$ cat src/prv_pkg.sv
// How it works
// - A supervisor mode bit of 1 means supervisor mode, with every resource but translated alternate space loads and stores open to the program.
// - A supervisor mode bit of 0 means user mode, and exactly one of the two modes holds.
// - The privilege level output is high in supervisor mode and low in user mode, one cycle behind the mode bit.
// - Any user-mode access to a translation look-aside buffer entry raises a violation.
// - A user-mode access to a register whose bank protect bit is 1 raises a violation.
// - A user-mode load or store with its physical or user access option bit set raises one.
// - A translated load or store with the alternate space bit set raises one in either mode.
// - User-mode interrupt return, return and invalidate, invalidate or halt raises one.
// - A development system may switch off the halt check so halt can act as a breakpoint.
// - User-mode access to any of the fifteen protected special registers raises one.
// - A user-mode assert or emulate naming vector 0 through 63 raises one.
// - The bank protect register has sixteen bits, bit n guarding bank n, bank 0 being 2 to 15.
// - Bank checks use absolute numbers, so local numbers get the stack pointer added first.
// - In supervisor mode the bank protect register plays no part in register checks.
`default_nettype none

package prv_pkg;

   localparam int unsigned ADDR_W    = 8;
   localparam int unsigned CAUSE_W   = 7;
   localparam int unsigned NUM_PORTS = 3;

   // Register byte offsets
   localparam logic [7:0] OFF_BANK_PROT  = 8'h00;
   localparam logic [7:0] OFF_INT_STATUS = 8'h04;
   localparam logic [7:0] OFF_INT_MASK   = 8'h08;
   localparam logic [7:0] OFF_STATE      = 8'h0C;

   // Reset values
   localparam logic [15:0]        BANK_PROT_RST = 16'h0000;
   localparam logic [CAUSE_W-1:0] INT_MASK_RST  = 7'h00;
   localparam logic [CAUSE_W-1:0] CAUSE_RST     = 7'h00;

   // Cause bit positions, shared by status, mask and last cause
   localparam int unsigned C_TLB  = 0;
   localparam int unsigned C_BANK = 1;
   localparam int unsigned C_LSOP = 2;
   localparam int unsigned C_ALTS = 3;
   localparam int unsigned C_PRIV = 4;
   localparam int unsigned C_SPR  = 5;
   localparam int unsigned C_VEC  = 6;

   // State register field positions
   localparam int unsigned ST_MODE_POS = 8;
   localparam int unsigned ST_HALT_POS = 9;

   // Register numbering
   localparam int unsigned LOCAL_BIT         = 7;
   localparam logic [7:0]  GPR_FIRST_BANKED  = 8'h02;
   localparam logic [7:0]  SPR_PROT_COUNT    = 8'h0F;
   localparam logic [7:0]  VEC_PROT_LAST     = 8'h3F;

endpackage

`default_nettype wire

$ cat src/prv_bank_if.sv
`default_nettype none

interface prv_bank_if;
   logic [7:0]  reg_num;
   logic        used;
   logic [6:0]  sp_base;
   logic [15:0] bank_prot;
   logic        user_mode;
   logic        hit;

   modport checker_side (
      input  reg_num,
      input  used,
      input  sp_base,
      input  bank_prot,
      input  user_mode,
      output hit
   );

   modport source_side (
      output reg_num,
      output used,
      output sp_base,
      output bank_prot,
      output user_mode,
      input  hit
   );
endinterface

`default_nettype wire

$ cat src/prv_bank_check.sv
`default_nettype none

module prv_bank_check
   import prv_pkg::*;
(
   prv_bank_if.checker_side bank_io
);

   logic [7:0] abs_num;
   logic [6:0] local_sum;

   // Local numbers wrap within seven bits, the top bit stays set
   assign local_sum = bank_io.reg_num[6:0] + bank_io.sp_base;

   assign abs_num = bank_io.reg_num[LOCAL_BIT] ? {1'b1, local_sum}
                                               : bank_io.reg_num;

   // Global 0 and 1 sit outside every bank
   assign bank_io.hit = bank_io.used
                        && bank_io.user_mode
                        && (abs_num >= GPR_FIRST_BANKED)
                        && bank_io.bank_prot[abs_num[7:4]];

endmodule

`default_nettype wire

$ cat src/prv_protection_check.sv
`default_nettype none

module prv_protection_check
   import prv_pkg::*;
(
   input  wire logic                 clk_in,
   input  wire logic                 reset_n_in,

   // APB slave
   input  wire logic                 psel_in,
   input  wire logic                 penable_in,
   input  wire logic                 pwrite_in,
   input  wire logic [ADDR_W-1:0]    paddr_in,
   input  wire logic [31:0]          pwdata_in,
   output logic      [31:0]          prdata_out,
   output logic                      pready_out,
   output logic                      pslverr_out,

   // Mode and channel
   input  wire logic                 supervisor_mode_bit_in,
   output logic                      privilege_level_output_out,

   // Development system pin
   input  wire logic                 halt_check_disable_in,

   // Decode and execute request
   input  wire logic                 check_valid_in,
   input  wire logic                 tlb_access_in,
   input  wire logic [NUM_PORTS-1:0] gpr_used_in,
   input  wire logic [NUM_PORTS-1:0][7:0] gpr_num_in,
   input  wire logic [6:0]           stack_ptr_base_in,
   input  wire logic                 load_store_in,
   input  wire logic                 translated_in,
   input  wire logic                 physical_access_option_bit_in,
   input  wire logic                 user_access_option_bit_in,
   input  wire logic                 alternate_space_option_bit_in,
   input  wire logic                 irq_return_in,
   input  wire logic                 irq_return_inval_in,
   input  wire logic                 invalidate_in,
   input  wire logic                 halt_in,
   input  wire logic                 spr_access_in,
   input  wire logic [7:0]           spr_num_in,
   input  wire logic                 vector_trap_in,
   input  wire logic [7:0]           vector_num_in,

   // Results
   output logic                      suppress_out,
   output logic                      trap_out,
   output logic      [CAUSE_W-1:0]   trap_cause_out,
   output logic                      irq_out
);

   ////////////////////////////////////////////////////////////////////////////
   // State

   typedef struct packed {
      logic [15:0]        bank_prot;
      logic [CAUSE_W-1:0] int_mask;
      logic [CAUSE_W-1:0] int_status;
      logic [CAUSE_W-1:0] last_cause;
      logic [31:0]        rdata;
      logic               slverr;
      logic               trap;
      logic               priv;
      logic               halt_s1;
      logic               halt_s2;
   } prv_state_t;

   prv_state_t s;
   prv_state_t next_s;

   ////////////////////////////////////////////////////////////////////////////
   // Bank checks, one per operand and result port

   logic                 user_mode;
   logic [NUM_PORTS-1:0] bank_hit;

   assign user_mode = ~supervisor_mode_bit_in;

   prv_bank_if bank_bus [NUM_PORTS] ();

   genvar gi;
   generate
      for (gi = 0; gi < NUM_PORTS; gi++) begin : g_port
         assign bank_bus[gi].reg_num   = gpr_num_in[gi];
         assign bank_bus[gi].used      = gpr_used_in[gi];
         assign bank_bus[gi].sp_base   = stack_ptr_base_in;
         assign bank_bus[gi].bank_prot = s.bank_prot;
         assign bank_bus[gi].user_mode = user_mode;
         assign bank_hit[gi]           = bank_bus[gi].hit;

         prv_bank_check u_check (
            .bank_io (bank_bus[gi])
         );
      end
   endgenerate

   ////////////////////////////////////////////////////////////////////////////
   // Cause evaluation

   logic [CAUSE_W-1:0] cause;
   logic               halt_checked;
   logic               priv_instr;
   logic               violation;

   // Sync output only; a disable that changes mid-instruction may miss one
   assign halt_checked = halt_in & ~s.halt_s2;

   assign priv_instr = irq_return_in
                       | irq_return_inval_in
                       | invalidate_in
                       | halt_checked;

   always_comb begin
      cause = '0;
      if (check_valid_in) begin
         cause[C_TLB]  = user_mode & tlb_access_in;
         cause[C_BANK] = |bank_hit;
         cause[C_LSOP] = user_mode & load_store_in
                         & (physical_access_option_bit_in
                            | user_access_option_bit_in);
         // No mode gate: checked in supervisor mode as well
         cause[C_ALTS] = load_store_in & translated_in
                         & alternate_space_option_bit_in;
         cause[C_PRIV] = user_mode & priv_instr;
         cause[C_SPR]  = user_mode & spr_access_in
                         & (spr_num_in < SPR_PROT_COUNT);
         cause[C_VEC]  = user_mode & vector_trap_in
                         & (vector_num_in <= VEC_PROT_LAST);
      end
   end

   assign violation = |cause;

   // Combinational so the pipeline can cancel write-back this cycle
   assign suppress_out = violation;

   ////////////////////////////////////////////////////////////////////////////
   // APB decode

   logic              apb_setup;
   logic              apb_access;
   logic              addr_hit;
   logic [31:0]       read_val;
   logic              status_clear;

   assign apb_setup  = psel_in & ~penable_in;
   assign apb_access = psel_in & penable_in;

   always_comb begin
      addr_hit = 1'b1;
      read_val = 32'h0000_0000;
      if (paddr_in == OFF_BANK_PROT) begin
         read_val[15:0] = s.bank_prot;
      end else if (paddr_in == OFF_INT_STATUS) begin
         read_val[CAUSE_W-1:0] = s.int_status;
      end else if (paddr_in == OFF_INT_MASK) begin
         read_val[CAUSE_W-1:0] = s.int_mask;
      end else if (paddr_in == OFF_STATE) begin
         read_val[CAUSE_W-1:0] = s.last_cause;
         read_val[ST_MODE_POS] = supervisor_mode_bit_in;
         read_val[ST_HALT_POS] = s.halt_s2;
      end else begin
         addr_hit = 1'b0;
      end
   end

   assign status_clear = apb_access & ~pwrite_in
                         & (paddr_in == OFF_INT_STATUS);

   ////////////////////////////////////////////////////////////////////////////
   // Next state

   always_comb begin
      next_s = s;

      next_s.halt_s1 = halt_check_disable_in;
      next_s.halt_s2 = s.halt_s1;

      // Mode is presented to the channel one cycle behind the status bit
      next_s.priv = supervisor_mode_bit_in;

      // Read data and error are latched in setup, shown in access
      if (apb_setup) begin
         next_s.rdata  = pwrite_in ? 32'h0000_0000 : read_val;
         next_s.slverr = ~addr_hit;
      end

      if (apb_access & pwrite_in) begin
         if (paddr_in == OFF_BANK_PROT) begin
            next_s.bank_prot = pwdata_in[15:0];
         end else if (paddr_in == OFF_INT_MASK) begin
            next_s.int_mask = pwdata_in[CAUSE_W-1:0];
         end
      end

      // Trap reported as one pulse with its cause
      next_s.trap = violation;
      if (violation) begin
         next_s.last_cause = cause;
      end

      // Clear only the bits handed out at setup, so a setup-cycle event survives
      // New events win over a read-clear in the same cycle
      next_s.int_status = (s.int_status & ~(status_clear ? s.rdata[CAUSE_W-1:0] : CAUSE_RST))
                          | cause;
   end

   ////////////////////////////////////////////////////////////////////////////
   // Registers

   always_ff @(posedge clk_in or negedge reset_n_in) begin
      if (!reset_n_in) begin
         s.bank_prot  <= BANK_PROT_RST;
         s.int_mask   <= INT_MASK_RST;
         s.int_status <= CAUSE_RST;
         s.last_cause <= CAUSE_RST;
         s.rdata      <= 32'h0000_0000;
         s.slverr     <= 1'b0;
         s.trap       <= 1'b0;
         s.priv       <= 1'b0;
         s.halt_s1    <= 1'b0;
         s.halt_s2    <= 1'b0;
      end else begin
         s <= next_s;
      end
   end

   ////////////////////////////////////////////////////////////////////////////
   // Outputs

   assign prdata_out                 = s.rdata;
   assign pready_out                 = apb_access;
   assign pslverr_out                = apb_access & s.slverr;
   assign privilege_level_output_out = s.priv;
   assign trap_out                   = s.trap;
   assign trap_cause_out             = s.last_cause;
   assign irq_out                    = |(s.int_status & s.int_mask);

endmodule

`default_nettype wire

$ cat config.mk
export PLATFORM = sky130hd
export DESIGN_NAME = prv_protection_check
export DESIGN_NICKNAME = d
export VERILOG_FILES = /design/src/prv_pkg.sv /design/src/prv_bank_if.sv /design/src/prv_bank_check.sv /design/src/prv_protection_check.sv
export SDC_FILE = /design/constraint.sdc
export NUM_CORES = 1
export LEC_CHECK = 0
export BUFFER_PORTS_ARGS = -buffer_cell sky130_fd_sc_hd__buf_2
export CORE_ASPECT_RATIO = 2
export CORE_MARGIN = 2
export CORE_UTILIZATION = 51
export DETAILED_ROUTE_END_ITERATION = 7
export GPL_ROUTABILITY_DRIVEN = 0
export GPL_TIMING_DRIVEN = 0
export PLACE_DENSITY_LB_ADDON = 0.1
export SLEW_MARGIN = 0
export SYNTH_ARGS = -nofsm -noshare
export SYNTH_HDL_FRONTEND = slang
export SYNTH_HIERARCHICAL = 1
export SYNTH_SLANG_ARGS = --single-unit
$ cat constraint.sdc
create_clock -name clk_in -period 3.44 [get_ports clk_in]
set_input_delay 0.172 -clock clk_in [delete_from_list [all_inputs] [get_ports clk_in]]
set_output_delay 0.172 -clock clk_in [all_outputs]
set_load 0.005 [all_outputs]
# == Word level (Yosys, flattened, before mapping) ==
# Index checks and enable logic that the tools add are counted.
# op_classes
n_eq_ne,3
addsub,3
magnitude_cmp,8
bitwise,31
n_mux,26
reduce_logical,15
# ops
operator,count
two-way mux 7 bit,6
>= comparator 8 x 2 -> 1 bit (second input constant),3
two-way mux 8 bit,3
adder 7 bit,3
bitwise AND 1 bit,17
== test 8 x 4 -> 1 bit (second input constant),2
two-way mux 16 bit,1
less-than comparator 4 x 5 -> 1 bit (second input constant),3
bitwise AND 7 bit,2
OR reduction 7 bit,2
binary-select mux 1 bit (select 4 bit),3
logical AND 1 bit,9
== test 8 x 3 -> 1 bit (second input constant),1
<= comparator 8 x 6 -> 1 bit (second input constant),1
logical NOT 8 bit,1
less-than comparator 8 x 4 -> 1 bit (second input constant),1
two-way mux 1 bit,8
two-way mux 2 bit,4
inverter 7 bit,1
bitwise OR 7 bit,1
two-way mux 6 bit,1
inverter 1 bit,6
bitwise OR 1 bit,4
AND reduction 3 bit,1
other kinds (2),2
# totals
ff_bits,74
word_cells,96
in_bits,110
output_inout_bits,45

# == Logic depth before layout (Yosys ltp) ==
# depth
depth_word,8
ltp_mapped,11

# == By module ==
# The synthesis kept the hierarchy.
# by_module_without_submodules
module,n_inst,area_each_um2,cells_per_inst,seq_area_each_um2
prv_protection_check,1,2864.0,248,1451.4
prv_bank_check,3,521.8,65,0.0

# == Worst setup path before layout ==
# Ideal clock, no wire load.
# synth_timing
path_kind,input -> output
from,in gpr_num_in[8] (netlist name)
to,out suppress_out
path_stages,11
setup_slack_ns,0.623
n_path_buf,0
t_arrival_ns,2.645
cell_sequence,ha_1 > fa_1 > a21o_1 > mux2i_1 > nor2_1 > mux4_1 > a211oi_1 > a22oi_1 > o31ai_1 > nand4_1 > nand2b_1
# synth_via
elab_chain_len,8
elab_cells_between_ends,10
# synth_rtl
element,line,source
"start, declared",prv_protection_check.sv:30,"input wire logic [NUM_PORTS-1:0][7:0] gpr_num_in,"
adder 7 bit,prv_bank_check.sv:13,assign local_sum = bank_io.reg_num[6:0] + bank_io.sp_base;
two-way mux 8 bit *,prv_bank_check.sv:15,"assign abs_num = bank_io.reg_num[LOCAL_BIT] ? {1'b1, local_sum}"
>= comparator 8 x 2 -> 1 bit or binary-select mux 1 bit (select 4 bit) (tied branches),"prv_bank_check.sv:21, prv_bank_check.sv:22",
logical AND 1 bit or two-way mux 1 bit (tied branches),"prv_bank_check.sv:21, prv_bank_check.sv:22",
logical AND 1 bit *,prv_bank_check.sv:22,&& bank_io.bank_prot[abs_num[7:4]];
net bank_bus[1].hit,prv_bank_if.sv:9,logic hit;
OR reduction 3 bit *,prv_protection_check.sv:118,cause[C_BANK] = |bank_hit;
two-way mux 7 bit *,prv_protection_check.sv:116,if (check_valid_in) begin
OR reduction 7 bit *,prv_protection_check.sv:133,assign violation = |cause;
"end, declared",prv_protection_check.sv:47,"output logic suppress_out,"
# Mark *: on every way through the listed nets, which the timed path passes. The rest lies on a longest branch. The select of a mux whose other input is x is not followed.

# == Final worst setup path ==
# layout_timing
from,in stack_ptr_base_in[0]
to,out suppress_out
# layout_via
elab_chain_len,8
elab_cells_between_ends,24
# layout_rtl
element,line,source
"start, declared",prv_protection_check.sv:31,"input wire logic [6:0] stack_ptr_base_in,"
adder 7 bit *,prv_bank_check.sv:13,
two-way mux 8 bit *,prv_bank_check.sv:15,
>= comparator 8 x 2 -> 1 bit or binary-select mux 1 bit (select 4 bit) (tied branches),"prv_bank_check.sv:21, prv_bank_check.sv:22",
logical AND 1 bit or two-way mux 1 bit (tied branches),"prv_bank_check.sv:21, prv_bank_check.sv:22",
logical AND 1 bit *,prv_bank_check.sv:22,
net bank_bus[0].hit,prv_bank_if.sv:9,
OR reduction 3 bit *,prv_protection_check.sv:118,
two-way mux 7 bit *,prv_protection_check.sv:116,
OR reduction 7 bit *,prv_protection_check.sv:133,
# Marked as above.

==> results.toml <==
[run_status]
status = "complete, no violations"

[layout]
post-route-util = 0.656
fillCellCount = 716
multi_input_area_um2 = 2700
drive_gt1_frac = 0.386
regArea_um2 = 1450
area_growth_pct = 26.3
nNetsFinal = 720
n_antenna_cell = 0

[timing]
maxSlewHeadroom = 0.449
finalHoldViolCount = 0
max_freq_mhz = 304
finalSetupViolCount = 0
slew_viol_final = 0
fin_crit_ns = 3.29
tightest_slew_ns = 0.816
setup_tns_ns = 0
rsz0062_at_grt = "false"
period_share = 0.958
fin_skew_ns = 0.00431
layout_setup_ws_ns = 0.146

[worst_setup_path]
crit_buf_inv = 2
path_cells = "buf_2, ha_1, fa_1, a21o_1, mux2i_2, nor2_1, mux4_1, a221oi_1, a22oi_2, o31ai_4, nand4_1, nand2b_4, buf_2"
critPathMaxFanout = 5
setup.worst_path.end_class = "output port"
cp_top_family = "compound AO/OA/AOI/OAI gates"
worstSetupPathType = "in2out"
crit_slowest_cell = "fa_1"
critPathMaxStageDelay_ns = 0.37
arrival_ns = 3.12
crit_required_ns = 3.27
crit_top_cell = "buf_2"
startpoint_type = "input pin"

[route]
drt_iter0_drc = 143
ant_nets = 0
wirelength_mm = 12.7
dr.pass1.iters = 5
routedWlPerCell_um = 18.3
vias = 4078
vias_per_cell = 5.88
drc_errors = 0

[die]
rows = 48
boundaryPins = 155
core_area_um2 = 8530
initial_utilization = 0.519
die_y_um = 136
die_area_um2 = 9490
die_x_um = 69.9

[hold_path]
hold_path_class = "in2reg"

[yosys]
yosysSeqAreaShare = 0.328
syn_area_um2 = 4430
async_flop_share = 1.00
netlist.area_leader.share = 0.328
synth_edf_count = 0
avgSynthCellArea_um2 = 10.0
synth_area_leaders = "dfrtp_1 33%, buf_4 6.6%, ha_1 5.1%"
yosys.area.top_type = "dfrtp_1"
synthCells = 443
ys_warn_count = 6
synthFlopType = "dfrtp_1"
ys_ff_latch = 58
synth.distinct_cells = 57

[clock_tree]
cts_htree_levels = 3
clk_pin_slew_worst_paths_ns = 0.05
cts_root_buf = "clkbuf_16"
clk_latency_ns = 0.33
cts_tree = "yes"
clock_sinks = 58
clockBufferDepth = 2
numCtsBuffers = 9

[grt]
grt_pass1_vias = 4149
grt_pass1_wl_mm = 19.8
overflow = 0
grt_max_degree = 59
antenna_found_initial = 0
gr-usage-all-layers = 0.273

[pwr]
p_total_uw = 2100
power_density_nw_per_um2 = 376
leakage_uw = 0.00278
worst_ir_drop_vdd_mv = 0.362

[run]
cap_violations = 0

[placement]
port-buffer-count = 116
pre_cts_slack_ns = -0.632
dpl.hpwl_mm = 10.1
[kinds of logic after synthesis]
logic type	Yosys count	share of synthesized area
AND/OR/NAND/NOR	143	0.183
other	1	0.000847
multiplexers	42	0.133
adder cells (fa/ha/maj)	21	0.0644
AO/OA/AOI/OAI	120	0.207
flip-flops	58	0.328
buffers and inverters	58	0.0850
[layout make-up]
cell class                 instances  area share
sequential                        58       0.260
multi-input combinational        342       0.483
timing repair buffer             120       0.111
buffer                            50      0.0620
tap                              100      0.0224
clock inverter                     5      0.0139
clock buffer                      11      0.0434
inverter                           8     0.00537
[power breakdown]
group          switching [uW]  total (uW)  internal, uW
logic                     222         419           198
clock network             302         953           650
registers                23.6         729           706
[path summary, 6_finish.rpt]
check / startpoint / to / slack, ns / cells after the start
min in group asynchronous: reset_n_in / prdata_out[13] / 0.44 / 2
setup reg to reg: bank_bus[0].bank_prot[7] / trap_cause_out[1] / 0.99 / 7
hold reg to reg: next_s[0] / s[0] / 0.35 / 0
hold / removal: supervisor_mode_bit_in / privilege_level_output_out / 0.04 / 1
setup / recovery: stack_ptr_base_in[0] / suppress_out / 0.15 / 13
max in group asynchronous: reset_n_in / prdata_out[1] / 2.48 / 2
[synth_stat cells, drive strengths merged (12+ instances only)]
library cell and number:
ha 18, o21ai 29, dfrtp 58, a211oi 12, nand2 42, buf 45, nand3 14, nor3 14
mux2 26, nand2b 12, nor2 14
[what timing repair did]
item | CTS | global route
endpoints found under the setup margin | 9 | 1
cloned | 0 | 0
resized for setup | 2 | 7
hold endpoints to repair | 1 | 51
setup buffers | 2 | 0
pin swaps | 2 | 2
hold buffers | 1 | 1
[flip-flops by register name, summed over array words and instances (netlist names)]
register                    flops
bank_bus.bank_prot             16
prdata_out                     16
s                              16
trap_cause_out                  7
next_s                          1
privilege_level_output_out      1
trap_out                        1
[per-layer routing]
layer  GRT usage  share of wire  vias up
met5           0              0        -
met2       0.535           0.57      150
met1       0.256           0.34     1954
li1            -              -     1934
met3      0.0432          0.043       40
met4       0.161          0.046        0
[cells in the final DEF, fill, tap and decap left out, types with 7 or more instances in the layout]
| cell type | netlist | final |
|---|---|---|
| nor2_1 | 14 | 12 |
| a21oi_1 | 10 | 10 |
| inv_1 | 8 | 8 |
| o21ai_0 | 29 | 29 |
| mux2_4 | 10 | 10 |
| nand3_1 | 14 | 14 |
| buf_4 | 39 | 42 |
| ha_1 | 18 | 18 |
| nand2_1 | 42 | 42 |
| mux2_2 | 16 | 16 |
| a21o_1 | 7 | 7 |
| a22o_1 | 10 | 10 |
| a211oi_1 | 12 | 11 |
| dfrtp_1 | 58 | 58 |
| nand2b_1 | 12 | 11 |
| clkbuf_16 | 0 | 9 |
| o221ai_1 | 7 | 7 |
| nor3_1 | 13 | 13 |
| conb_1 | 1 | 16 |
| mux2i_1 | 10 | 8 |
| buf_2 | 4 | 119 |
[through the flow]
stage | hold WS (ns) | cells | cell area (um^2)
floorplan | -0.124 | 458 | 4490
global placement | 0.285 | 674 | 5190
detailed placement | 0.287 | 674 | 5190
CTS | 0.0290 | 693 | 5550
global route | 0.0254 | 694 | 5590
finish | 0.0356 | 694 | 5590
Note: power is estimated with default switching activity, not from simulation.
